[config.mk]
export PLATFORM = sky130hd
export DESIGN_NAME = interrupt_priority_resolver
export DESIGN_NICKNAME = d
export VERILOG_FILES = /design/src/logic/irq_resolver_pkg.sv /design/src/logic/interrupt_priority_resolver.sv
export SDC_FILE = /design/constraint.sdc
export NUM_CORES = 1
export LEC_CHECK = 0
export BUFFER_PORTS_ARGS = -buffer_cell sky130_fd_sc_hd__buf_4
export CAP_MARGIN = 20
export CORE_MARGIN = 3
export CORE_UTILIZATION = 55
export CTS_CLUSTER_DIAMETER = 150
export DETAILED_ROUTE_END_ITERATION = 12
export PLACE_DENSITY = 0.84
export SYNTH_ARGS = -nofsm -noshare
export SYNTH_HDL_FRONTEND = slang
export SYNTH_SLANG_ARGS = --single-unit
[constraint.sdc]
create_clock -name clk -period 18.9 [get_ports clk]
set_input_delay 3.78 -clock clk [delete_from_list [all_inputs] [get_ports clk]]
set_output_delay 3.78 -clock clk [all_outputs]
set_load 0.1 [all_outputs]
[src/logic/irq_resolver_pkg.sv]
// constants, types and helpers shared by the interrupt priority resolver
package irq_resolver_pkg;
    localparam int NSRC = 8;
    localparam int NCH  = 7;
    localparam int NEXT = 5;
    localparam int NTMR = 3;
    // request sources, index order is the tie-break order
    localparam logic [2:0] SRC_TMR = 3'h0;
    localparam logic [2:0] SRC_SRX = 3'h1;
    localparam logic [2:0] SRC_STX = 3'h2;
    localparam logic [2:0] SRC_EXE = 3'h3;
    localparam logic [2:0] SRC_EXA = 3'h4;
    localparam logic [2:0] SRC_EXB = 3'h5;
    localparam logic [2:0] SRC_EXC = 3'h6;
    localparam logic [2:0] SRC_EXD = 3'h7;
    // register offsets
    localparam logic [7:0] OFS_HDONE    = 8'h02;
    localparam logic [7:0] OFS_IMASK    = 8'h08;
    localparam logic [7:0] OFS_PMASK    = 8'h0A;
    localparam logic [7:0] OFS_INSRV    = 8'h0C;
    localparam logic [7:0] OFS_IREQ     = 8'h0E;
    localparam logic [7:0] OFS_TSTAT    = 8'h10;
    localparam logic [7:0] OFS_CTL_BASE = 8'h12;
    localparam logic [7:0] OFS_CTL_LAST = 8'h1E;
    // control word fields
    localparam int CTL_PRIO_LSB   = 0;
    localparam int CTL_MSK_BIT    = 3;
    localparam int CTL_CAS_BIT    = 5;
    localparam int CTL_SFNM_BIT   = 6;
    localparam int HDONE_NSPC_BIT = 15;
    // reset values
    localparam logic [2:0] PRIO_RST  = 3'h7;
    localparam logic [2:0] PMASK_RST = 3'h7;
    localparam logic [6:0] MSK_RST   = 7'h7F;
    // fixed interrupt types
    localparam logic [7:0] TYPE_T0  = 8'h08;
    localparam logic [7:0] TYPE_T1  = 8'h12;
    localparam logic [7:0] TYPE_T2  = 8'h13;
    localparam logic [7:0] TYPE_SRX = 8'h14;
    localparam logic [7:0] TYPE_STX = 8'h15;
    localparam logic [7:0] TYPE_EXE = 8'h11;
    localparam logic [7:0] TYPE_EXA = 8'h0C;
    localparam logic [7:0] TYPE_EXB = 8'h0D;
    localparam logic [7:0] TYPE_EXC = 8'h0E;
    localparam logic [7:0] TYPE_EXD = 8'h0F;

    typedef enum logic [1:0] {
        CS_IDLE  = 2'b00,
        CS_ARMED = 2'b01,
        CS_DRIVE = 2'b10
    } casc_state_t;

    // both serial sources share one control channel
    function automatic logic [2:0] chan_of(input logic [2:0] src);
        if (src == SRC_TMR || src == SRC_SRX)
            return src;
        return 3'(src - 3'h1);
    endfunction

    function automatic logic [7:0] type_of(input logic [2:0] src,
                                           input logic [1:0] tmr);
        case (src)
            SRC_TMR: return (tmr == 2'h0) ? TYPE_T0 :
                            (tmr == 2'h1) ? TYPE_T1 : TYPE_T2;
            SRC_SRX: return TYPE_SRX;
            SRC_STX: return TYPE_STX;
            SRC_EXE: return TYPE_EXE;
            SRC_EXA: return TYPE_EXA;
            SRC_EXB: return TYPE_EXB;
            SRC_EXC: return TYPE_EXC;
            default: return TYPE_EXD;
        endcase
    endfunction
endpackage

[src/logic/interrupt_priority_resolver.sv]
// priority resolution, acknowledge and cascade logic of the interrupt unit
`timescale 1ns/1ps
// ============================================================
// ============================================================
module interrupt_priority_resolver (
    input  wire logic        clk,
    input  wire logic        rst_n,
    input  wire logic [7:0]  reg_addr,
    input  wire logic [15:0] reg_wdata,
    input  wire logic        reg_wr,
    input  wire logic        reg_rd,
    output logic      [15:0] reg_rdata,
    input  wire logic [2:0]  tmr_evt,
    input  wire logic        ser_rx_evt,
    input  wire logic        ser_tx_evt,
    input  wire logic        ext_irq_pin_a,
    input  wire logic        ext_irq_pin_b,
    input  wire logic        ext_irq_pin_c,
    input  wire logic        ext_irq_pin_d,
    input  wire logic        ext_irq_pin_e,
    output logic             cascade_ack_out_a,
    output logic             cascade_ack_oe_a,
    output logic             cascade_ack_out_b,
    output logic             cascade_ack_oe_b,
    input  wire logic        cpu_ack,
    input  wire logic        cpu_ack_cycle,
    output logic             irq_req,
    output logic             ack_valid,
    output logic      [7:0]  ack_type,
    output logic      [9:0]  ack_vec_addr,
    output logic             ack_external
);
    import irq_resolver_pkg::*;

    logic [2:0]      prio_q [NCH];
    logic [6:0]      msk_q;
    logic [2:0]      pmask_q;
    logic [1:0]      cas_q;
    logic [1:0]      sfnm_q;
    logic [7:1]      req_q;
    logic [2:0]      tstat_q;
    logic [7:0]      isr_q;
    logic [NEXT-1:0] sy1_q;
    logic [NEXT-1:0] sy2_q;
    logic [NEXT-1:0] sy3_q;
    casc_state_t     cs_q;
    logic            csel_q;
    logic            irq_req_q;
    logic            ack_valid_q;
    logic [7:0]      ack_type_q;
    logic [9:0]      ack_vec_q;
    logic            ack_ext_q;
    logic            out_a_q;
    logic            out_b_q;
    logic            oe_a_q;
    logic            oe_b_q;
    logic [15:0]     rdata_q;

    logic [7:0]      req_v;
    logic [7:0]      qual;
    logic [7:0]      evt;
    logic [NEXT-1:0] ext_edge;
    logic            any_qual;
    logic [2:0]      win;
    logic [1:0]      tsel;
    logic            ack_take;
    logic            casc_hit;
    logic            hdone_wr;
    logic [2:0]      hdone_src;
    logic [2:0]      isr_best;
    logic [2:0]      ctl_ch;
    logic            ctl_wr;

    // ============================================================
    // pin synchronisers and edge detection
    always_ff @(posedge clk or negedge rst_n) begin
        if (!rst_n) begin
            sy1_q <= '0;
            sy2_q <= '0;
            sy3_q <= '0;
        end else begin
            sy1_q <= {ext_irq_pin_d, ext_irq_pin_c, ext_irq_pin_b,
                      ext_irq_pin_a, ext_irq_pin_e};
            sy2_q <= sy1_q;
            sy3_q <= sy2_q;
        end
    end

    always_comb begin
        ext_edge = sy2_q & ~sy3_q;
        // pins turned into ack outputs no longer request
        ext_edge[3] = ext_edge[3] & ~cas_q[0];
        ext_edge[4] = ext_edge[4] & ~cas_q[1];
        evt = {ext_edge, ser_tx_evt, ser_rx_evt, 1'b0};
        req_v = {req_q, |tstat_q};
    end

    // ============================================================
    // priority resolution
    always_comb begin
        logic [2:0] p;
        logic [2:0] bp;
        logic       ok;
        p = 3'h0;
        bp = 3'h7;
        ok = 1'b0;
        qual = '0;
        win = 3'h0;
        any_qual = 1'b0;
        for (int s = 0; s < NSRC; s++) begin
            p = prio_q[chan_of(3'(s))];
            ok = req_v[s];
            ok = ok & ~msk_q[chan_of(3'(s))];
            ok = ok & (p < pmask_q);
            // the shared timer bit never nests, so it also blocks timers
            if (isr_q[s] && !((3'(s) == SRC_EXA && sfnm_q[0]) ||
                              (3'(s) == SRC_EXB && sfnm_q[1])))
                ok = 1'b0;
            for (int t = 0; t < NSRC; t++) begin
                if (isr_q[t] && p > prio_q[chan_of(3'(t))])
                    ok = 1'b0;
            end
            qual[s] = ok;
            // strict compare keeps the lower index on equal levels
            if (ok && (!any_qual || p < bp)) begin
                win = 3'(s);
                bp = p;
                any_qual = 1'b1;
            end
        end
    end

    always_comb begin
        tsel = tstat_q[0] ? 2'h0 : (tstat_q[1] ? 2'h1 : 2'h2);
        ack_take = cpu_ack && any_qual;
        casc_hit = (win == SRC_EXA && cas_q[0]) ||
                   (win == SRC_EXB && cas_q[1]);
    end

    // ============================================================
    // handler done command decode
    always_comb begin
        logic [2:0] bp;
        logic       hit;
        bp = 3'h7;
        hit = 1'b0;
        isr_best = 3'h0;
        for (int t = 0; t < NSRC; t++) begin
            if (isr_q[t] && (!hit || prio_q[chan_of(3'(t))] < bp)) begin
                isr_best = 3'(t);
                bp = prio_q[chan_of(3'(t))];
                hit = 1'b1;
            end
        end
        hdone_wr = reg_wr && reg_addr == OFS_HDONE;
        hdone_src = reg_wdata[HDONE_NSPC_BIT] ? isr_best : reg_wdata[2:0];
        ctl_wr = reg_wr && reg_addr >= OFS_CTL_BASE &&
                 reg_addr <= OFS_CTL_LAST && !reg_addr[0];
        ctl_ch = 3'((reg_addr - OFS_CTL_BASE) >> 1);
    end

    // ============================================================
    // pending requests
    always_ff @(posedge clk or negedge rst_n) begin
        if (!rst_n) begin
            req_q <= '0;
        end else begin
            for (int s = 1; s < NSRC; s++) begin
                // a new event wins over the acknowledge clear
                if (evt[s])
                    req_q[s] <= 1'b1;
                else if (ack_take && win == 3'(s))
                    req_q[s] <= 1'b0;
            end
        end
    end

    always_ff @(posedge clk or negedge rst_n) begin
        if (!rst_n) begin
            tstat_q <= '0;
        end else begin
            for (int k = 0; k < NTMR; k++) begin
                if (tmr_evt[k])
                    tstat_q[k] <= 1'b1;
                else if (ack_take && win == SRC_TMR && tsel == 2'(k))
                    tstat_q[k] <= 1'b0;
            end
        end
    end

    // ============================================================
    // in-service tracking
    always_ff @(posedge clk or negedge rst_n) begin
        if (!rst_n) begin
            isr_q <= '0;
        end else begin
            for (int s = 0; s < NSRC; s++) begin
                if (ack_take && win == 3'(s))
                    isr_q[s] <= 1'b1;
                else if (hdone_wr && hdone_src == 3'(s))
                    isr_q[s] <= 1'b0;
            end
        end
    end

    // ============================================================
    // cpu side
    always_ff @(posedge clk or negedge rst_n) begin
        if (!rst_n) begin
            irq_req_q <= 1'b0;
            ack_valid_q <= 1'b0;
            ack_type_q <= '0;
            ack_vec_q <= '0;
            ack_ext_q <= 1'b0;
        end else begin
            irq_req_q <= any_qual;
            ack_valid_q <= ack_take;
            if (ack_take) begin
                ack_type_q <= type_of(win, tsel);
                ack_vec_q <= {type_of(win, tsel), 2'b00};
                ack_ext_q <= casc_hit;
            end
        end
    end

    // ============================================================
    // cascade acknowledge pins
    always_ff @(posedge clk or negedge rst_n) begin
        if (!rst_n) begin
            cs_q <= CS_IDLE;
            csel_q <= 1'b0;
        end else begin
            case (cs_q)
                CS_IDLE: begin
                    if (ack_take && casc_hit) begin
                        cs_q <= CS_ARMED;
                        csel_q <= (win == SRC_EXB);
                    end
                end
                CS_ARMED: begin
                    if (cpu_ack_cycle)
                        cs_q <= CS_DRIVE;
                end
                CS_DRIVE: begin
                    if (!cpu_ack_cycle)
                        cs_q <= CS_IDLE;
                end
                default: cs_q <= CS_IDLE;
            endcase
        end
    end

    // pins idle high so the far controller never sees a false ack
    always_ff @(posedge clk or negedge rst_n) begin
        if (!rst_n) begin
            out_a_q <= 1'b1;
            out_b_q <= 1'b1;
            oe_a_q <= 1'b0;
            oe_b_q <= 1'b0;
        end else begin
            out_a_q <= !(cpu_ack_cycle && |cs_q && !csel_q);
            out_b_q <= !(cpu_ack_cycle && |cs_q && csel_q);
            oe_a_q <= cas_q[0];
            oe_b_q <= cas_q[1];
        end
    end

    // ============================================================
    // register file
    always_ff @(posedge clk or negedge rst_n) begin
        if (!rst_n) begin
            for (int c = 0; c < NCH; c++)
                prio_q[c] <= PRIO_RST;
        end else if (ctl_wr) begin
            prio_q[ctl_ch] <= reg_wdata[CTL_PRIO_LSB +: 3];
        end
    end

    always_ff @(posedge clk or negedge rst_n) begin
        if (!rst_n)
            msk_q <= MSK_RST;
        else if (reg_wr && reg_addr == OFS_IMASK)
            msk_q <= reg_wdata[6:0];
        else if (ctl_wr)
            msk_q[ctl_ch] <= reg_wdata[CTL_MSK_BIT];
    end

    always_ff @(posedge clk or negedge rst_n) begin
        if (!rst_n)
            pmask_q <= PMASK_RST;
        else if (reg_wr && reg_addr == OFS_PMASK)
            pmask_q <= reg_wdata[2:0];
    end

    always_ff @(posedge clk or negedge rst_n) begin
        if (!rst_n) begin
            cas_q <= '0;
            sfnm_q <= '0;
        end else if (ctl_wr && (ctl_ch == chan_of(SRC_EXA) ||
                                ctl_ch == chan_of(SRC_EXB))) begin
            cas_q[ctl_ch == chan_of(SRC_EXB)] <= reg_wdata[CTL_CAS_BIT];
            sfnm_q[ctl_ch == chan_of(SRC_EXB)] <= reg_wdata[CTL_SFNM_BIT];
        end
    end

    always_ff @(posedge clk or negedge rst_n) begin
        if (!rst_n) begin
            rdata_q <= '0;
        end else begin
            rdata_q <= '0;
            if (reg_rd) begin
                case (reg_addr)
                    OFS_IMASK: rdata_q <= {9'h000, msk_q};
                    OFS_PMASK: rdata_q <= {13'h0000, pmask_q};
                    OFS_INSRV: rdata_q <= {8'h00, isr_q};
                    OFS_IREQ:  rdata_q <= {8'h00, req_v};
                    OFS_TSTAT: rdata_q <= {13'h0000, tstat_q};
                    default: begin
                        if (reg_addr >= OFS_CTL_BASE &&
                            reg_addr <= OFS_CTL_LAST && !reg_addr[0]) begin
                            rdata_q[CTL_PRIO_LSB +: 3] <= prio_q[ctl_ch];
                            rdata_q[CTL_MSK_BIT] <= msk_q[ctl_ch];
                            if (ctl_ch == chan_of(SRC_EXA)) begin
                                rdata_q[CTL_CAS_BIT] <= cas_q[0];
                                rdata_q[CTL_SFNM_BIT] <= sfnm_q[0];
                            end
                            if (ctl_ch == chan_of(SRC_EXB)) begin
                                rdata_q[CTL_CAS_BIT] <= cas_q[1];
                                rdata_q[CTL_SFNM_BIT] <= sfnm_q[1];
                            end
                        end
                    end
                endcase
            end
        end
    end

    assign reg_rdata = rdata_q;
    assign irq_req = irq_req_q;
    assign ack_valid = ack_valid_q;
    assign ack_type = ack_type_q;
    assign ack_vec_addr = ack_vec_q;
    assign ack_external = ack_ext_q;
    assign cascade_ack_out_a = out_a_q;
    assign cascade_ack_out_b = out_b_q;
    assign cascade_ack_oe_a = oe_a_q;
    assign cascade_ack_oe_b = oe_b_q;
endmodule // interrupt_priority_resolver

==> results.yml, run 1 <==
yosys:
  syn_avg_cell_area_sq_um: 8.96
  synth.cell_area_sq_um: 8160
  synth_top_cell_by_area: "dfrtp_1"
  ys_ff_latch: 91
  ys_types: 88
  yosys_warnings: 0
  netlist.area_leader.share_pct: 17.8
  synth.area.top_cells: "dfrtp_1, ha_1, dfstp_2"
  synth_async_sr_flop_share_pct: 100
  syn-instance-count: 911
  synth_common_cells: "ha_1, nand2_1, o21ai_0"
  synth-seq-area-share_pct: 28.4
  synth-edff-count: 0
  synth_most_common_cell: "ha_1"
  synth-main-ff-cell: "dfrtp_1"
timing:
  rsz0062_at_grt: "false"
  maxSlewHeadroom_pct: 34.5
  hold_violations: 0
  fmax_mhz: 71.7
  period_needed_ns: 13.95
  setup_viol: 0
  setup_ws_ns: 4.95
  fin_worst_skew_ns: 0.0102
  hold_ws_ns: 0.338
  timing.setup.tns_ns: 0
  min_period_over_period_pct: 73.8
  worst_slew_pin_slew_ns: 0.974
  slew_viol_final: 0
finish:
  antenna_cells: 0
  multi_input_area_sq_um: 5460
  areaGrowthSynthToFinish_pct: 9.57
  final_util_pct: 62.9
  finalNetCount: 1099
  drive_gt1_share_pct: 19.0
  fin_cells: 1140
  fill_cells: 1214
  regArea_sq_um: 2320
floorplan:
  rows: 43
  fp.dieW_um: 128
  die_area_sq_um: 16300
  die_h_um: 128
  coreArea_sq_um: 14200
  design.portCount: 81
  initial_core_util_pct: 57.4
cts:
  cts_sinks: 91
  htree_levels: 3
  clock_latency_ns: 0.34
  clockRootBuffer: "clkbuf_16"
  ctsResizeCount: 0
  clk_pin_slew_ns: 0.07
  tritoncts: "built"
  clk_path_buf_depth: 2
  cts_hold_buf: 0
  post_cts_buffers: 0
  cts_buffers: 9
setup_path:
  critPathKind: "flop to flop"
  arrival_ns: 14.18
  cpPeakStageDelay_ns: 0.79
  path_buf_inv: 8
  crit_family: "compound AO/OA/AOI/OAI gates"
  end_kind: "flop"
  worstSetupStartpointType: "flop"
  crit_slowest_cell: "nor3_1"
  crit_required_ns: 19.12
  path_max_fanout: 10
detailed_routing:
  ant_nets: 0
  finalWirelength_um: 25400
  wl_per_cell_um: 22.3
  dr.pass1.iters: 6
  drc_errors: 0
  num_vias: 7742
  vias_per_cell: 6.79
  drt_iter0_markers: 1077
run:
  cap_violations: 0
global_route:
  grt_pass1_wl_um: 39600
  grt_antenna_before_repair: 1
  grt_pass1_vias: 7384
  grt_overflow: 0
  grt_max_degree: 63
  grt_usage_pct: 30.7
place:
  hpwl_um: 18500
  numPlacedInstances: 1124
  place.gp.congestion: 0.988
  place_ws_ns: 5.25
  io_buffer_count: 56
min_path:
  worstHoldPathType: "flop to flop"
pwr:
  p_leak_nw: 4.01
  power_density_nw_per_um2: 131
  peakVddDrop_mv: 0.105
run_status:
  outcome: "finished clean"
-- flip-flops by register name, indices dropped and copies added, names as in the netlist, 2 cells and up --
register	cells
prio_q	21
isr_q	8
reg_rdata	8
msk_q	7
req_q	7
ack_type	5
sy1_q	5
sy2_q	5
sy3_q	5
pmask_q	3
tstat_q	3
cas_q	2
cs_q	2
sfnm_q	2
-- worst reg2reg max path: cells and delay by family (launching register included) --
kind                     cells  cell delay (ns)
adder cells (fa/ha/maj)      8             2.08
multiplexers                 4             1.10
flip-flops                   1             0.73
AO/OA/AOI/OAI               19             5.56
AND/OR/NAND/NOR             16             3.55
buffers and inverters        8             0.84
-- power breakdown --
| group | internal [mW] | switching (mW) | leakage (nW) | total [mW] |
|---|---|---|---|---|
| clock network | 0.106 | 0.0774 | 0.147 | 0.184 |
| registers | 0.225 | 0.0496 | 1.03 | 0.274 |
| logic | 0.254 | 0.456 | 2.83 | 0.710 |
-- cells by family after synthesis --
kind of cell    after synthesis  synth area share [%]
other cells                   1                0.0460
fa+ha+maj                   104                  15.9
simple gates                308                  19.7
compound gates              248                  21.2
mux                          66                  9.05
flops                        91                  28.4
buf+inv                      90                  5.32
xor+xnor                      3                 0.322
-- metal layers --
layer	vias up	global-route usage, %	part of all wire (%)
li1	3483	-	-
met1	3680	42.5	40
met2	477	47.0	43
met3	100	5.79	11
met4	2	13.5	4.8
met5	-	0	0.035
-- layout make-up --
type | count | area share, %
clock buffer | 10 | 2.67
multi-input combinational | 745 | 61.1
sequential | 91 | 25.9
timing repair buffer | 60 | 5.04
clock inverter | 6 | 0.714
tap | 180 | 2.52
inverter | 48 | 2.02
-- cell usage in the layout, fill, tap and decap left out, types with 6 or more instances in the layout --
cell	Yosys	layout
ha_1	104	104
nand2_1	91	91
o21ai_0	60	60
buf_4	21	60
nor2_1	59	59
dfrtp_1	58	58
a21oi_1	51	51
inv_1	46	46
mux2_2	42	42
dfstp_2	33	33
nand3_1	32	32
mux2i_1	22	22
nor3_1	20	20
a31oi_1	16	16
nand3b_1	16	16
conb_1	1	16
a21o_1	13	13
o211ai_1	12	12
nor2b_1	10	10
o21a_1	10	10
nand4_1	10	10
nand2b_1	9	9
and3_1	9	9
clkbuf_16	0	9
nor4_1	8	8
a211o_1	6	6
and2_1	6	6
a221oi_1	6	6
-- final timing paths --
kind / endpoint / slack, ns / cells past startpoint / startpoint
max: isr_q[4] / 4.95 / 55 / prio_q[19]
min: sy2_q[0] / 0.34 / 0 / sy1_q[0]
max reg2reg: isr_q[4] / 4.95 / 55 / prio_q[19]
min reg2reg: sy2_q[0] / 0.34 / 0 / sy1_q[0]
max in group asynchronous: sfnm_q[0] / 14.45 / 2 / rst_n
min in group asynchronous: irq_req / 3.35 / 1 / rst_n
-- stage by stage --
step | area, sq um | total power [mW]
detailed placement | 8640 | 0.963
global route | 8940 | 1.24
global placement | 8640 | 0.946
CTS | 8940 | 1.15
finish | 8940 | 1.17
floorplan | 8220 | 0.798
Power figures use the tool's default switching activity.
==> inputs of run 2 (changes only) <==
--- a/config.mk
+++ b/config.mk
@@ -5,6 +5,7 @@
 export SDC_FILE = /design/constraint.sdc
 export NUM_CORES = 1
 export LEC_CHECK = 0
+export ABC_AREA = 1
 export BUFFER_PORTS_ARGS = -buffer_cell sky130_fd_sc_hd__buf_4
 export CAP_MARGIN = 20
 export CORE_MARGIN = 3
==> constraint.sdc (replaced) <==
create_clock -name clk -period 14.2 [get_ports clk]
set_input_delay 2.84 -clock clk [delete_from_list [all_inputs] [get_ports clk]]
set_output_delay 2.84 -clock clk [all_outputs]
set_load 0.1 [all_outputs]
==> results.yml, run 2 <==
cts:
  clk_pin_slew_ns: 0.07
  post_cts_buffers: 0
  cts_sinks: 91
  tritoncts: "built"
  clockRootBuffer: "clkbuf_16"
  htree_levels: 3
  clock_latency_ns: 0.35
  ctsResizeCount: 0
  cts_hold_buf: 0
  cts_buffers: 9
  clk_path_buf_depth: 2
pwr:
  switching_power_mw: 0.492
  power_density_nw_per_um2: 127
  pwr-share-clk_pct: 22.6
  seq_power_share_pct: 29.9
  sw_frac_of_total_pct: 46.0
  p_leak_nw: 4.20
  peakVddDrop_mv: 0.103
  power_frac_comb_pct: 47.5
  p_int_mw: 0.579
detailed_routing:
  dr.pass1.iters: 5
  num_vias: 7429
  drc_errors: 0
  drt_iter0_markers: 800
  finalWirelength_um: 22600
  wl_per_cell_um: 18.2
  vias_per_cell: 5.98
  ant_nets: 0
timing:
  maxSlewHeadroom_pct: 33.9
  hold_violations: 0
  fin_worst_skew_ns: 0.00679
  worst_slew_pin_slew_ns: 0.992
  min_period_over_period_pct: 65.0
  setup_viol: 0
  slew_viol_final: 0
  fmax_mhz: 108
  rsz0062_at_grt: "false"
  period_needed_ns: 9.23
  timing.setup.tns_ns: 0
yosys:
  synth_most_common_cell: "nand2_1"
  synth_common_cells: "nand2_1, inv_1, ha_1"
  ys_types: 49
  synth_top_cell_by_area: "dfrtp_1"
  synth_mux_area_share_pct: 0
  synthSimpleGateAreaFrac_pct: 26.0
  synth_async_sr_flop_share_pct: 100
  synth-xor-area-share_pct: 0
  synth-edff-count: 0
  syn-instance-count: 1004
  synth-seq-area-share_pct: 30.4
  synth-adder-area-share_pct: 17.1
  ys_ff_latch: 91
  syn_avg_cell_area_sq_um: 7.59
  synth-main-ff-cell: "dfrtp_1"
  synth.area.top_cells: "dfrtp_1, ha_1, dfstp_2"
  netlist.area_leader.share_pct: 19.1
  synth_top_family_by_area: "simple AND/OR/NAND/NOR gates"
  synth.cell_area_sq_um: 7620
  yosys_warnings: 0
  synth_compound_area_share_pct: 17.7
floorplan:
  coreArea_sq_um: 13400
  die_area_sq_um: 15300
  fp.dieW_um: 124
  die_h_um: 124
  initial_core_util_pct: 56.8
  rows: 42
  design.portCount: 81
global_route:
  grt_pass1_wl_um: 35300
  globalRouteMet2Util_pct: 45.7
  grt_max_degree: 84
  grt_use_met3_pct: 6.95
  grt-busiest-layer: "met2"
  grt_pass1_vias: 6933
  grt_overflow: 0
  grtUsageMet1_pct: 41.5
  grt_antenna_before_repair: 0
  grt_usage_pct: 30.1
finish:
  fill_cells: 1186
  antenna_cells: 0
  top_register: "prio_q"
  layout_commonest_cell: "nand2_1"
  regArea_sq_um: 2320
  multi_input_area_sq_um: 4690
  largest_reg_flops: 21
  drive_gt1_share_pct: 15.0
  areaGrowthSynthToFinish_pct: 10.7
  finalNetCount: 1206
  mostFrequentLayoutCells: "nand2_1, inv_1, ha_1"
  final_util_pct: 62.9
place:
  place.gp.congestion: 0.996
  io_buffer_count: 56
  hpwl_um: 17500
setup_path:
  crit_top_cell: "nand2_1"
  path_max_fanout: 7
  arrival_ns: 9.47
  worstSetupStartpointType: "flop"
  critPathKind: "flop to flop"
  end_kind: "flop"
  cpPeakStageDelay_ns: 0.66
  crit_required_ns: 14.43
  crit_slowest_cell: "dfstp_2"
run:
  cap_violations: 0
run_status:
  outcome: "finished clean"
min_path:
  worstHoldPathType: "flop to flop"
==> run 2: final cells by class <==
cell class	count	area share [%]
Sequential cell	91	27.5
Multi-Input combinational cell	781	55.6
Tap cell	176	2.61
Clock buffer	10	2.71
Inverter	122	5.62
Clock inverter	6	0.860
Timing Repair Buffer	57	5.07
==> run 2: power by group through the flow <==
| stage | Combinational, mW | Clock [mW] | Sequential, mW |
|---|---|---|---|
| after CTS | 0.504 | 0.246 | 0.318 |
| after detailed placement | 0.500 | 0 | 0.323 |
| after global placement | 0.487 | 0 | 0.323 |
| after floorplan | 0.373 | 0 | 0.347 |
| after global routing | 0.569 | 0.255 | 0.322 |
| final | 0.508 | 0.242 | 0.321 |
==> run 2: per-stage QoR <==
step | worst slack [ns] | total power, mW | instances | cell area (sq um) | hold WS [ns]
after global placement | 5.30 | 0.810 | 1227 | 8130 | 0.333
after CTS | 5.01 | 1.07 | 1243 | 8430 | 0.353
final | 4.97 | 1.07 | 1243 | 8430 | 0.351
after floorplan | 6.51 | 0.720 | 1019 | 7670 | 0.331
after detailed placement | 5.04 | 0.823 | 1227 | 8130 | 0.337
after global routing | 4.12 | 1.15 | 1243 | 8430 | 0.356
==> run 2: path summary, 6_finish.rpt <==
check | start | endpoint | slack, ns | cells past startpoint
worst max-delay path | prio_q[20] | req_q[6] | 4.97 | 62
worst min-delay path | sy1_q[0] | sy2_q[0] | 0.35 | 0
worst max register to register | prio_q[20] | req_q[6] | 4.97 | 62
worst min register to register | sy1_q[0] | sy2_q[0] | 0.35 | 0
max in group asynchronous | rst_n | cascade_ack_oe_b | 10.73 | 2
min in group asynchronous | rst_n | ack_external | 2.30 | 1
==> run 2: worst max-delay path, delay by kind of cell, from the launching register on <==
| family | cells | cell delay [ns] |
|---|---|---|
| DFF | 1 | 0.66 |
| adders and majority gates | 8 | 2.31 |
| buffers and inverters | 6 | 0.58 |
| and+or+nand+nor | 38 | 3.26 |
| AOI/OAI and AO/OA | 10 | 2.27 |
==> run 2: layer usage <==
metal  vias up  share of wire, %
met1      3447                41
met4         0               3.8
met3        76                11
met5         -                 0
met2       366                44
li1       3540                 -
==> run 2: cell families (layout without fill, tap and decap cells) <==
| group | after synthesis | after routing |
|---|---|---|
| flip-flops | 91 | 91 |
| AO/OA/AOI/OAI | 230 | 230 |
| other | 1 | 16 |
| adder cells (fa/ha/maj) | 104 | 104 |
| buffers and inverters | 147 | 195 |
| AND/OR/NAND/NOR | 431 | 431 |
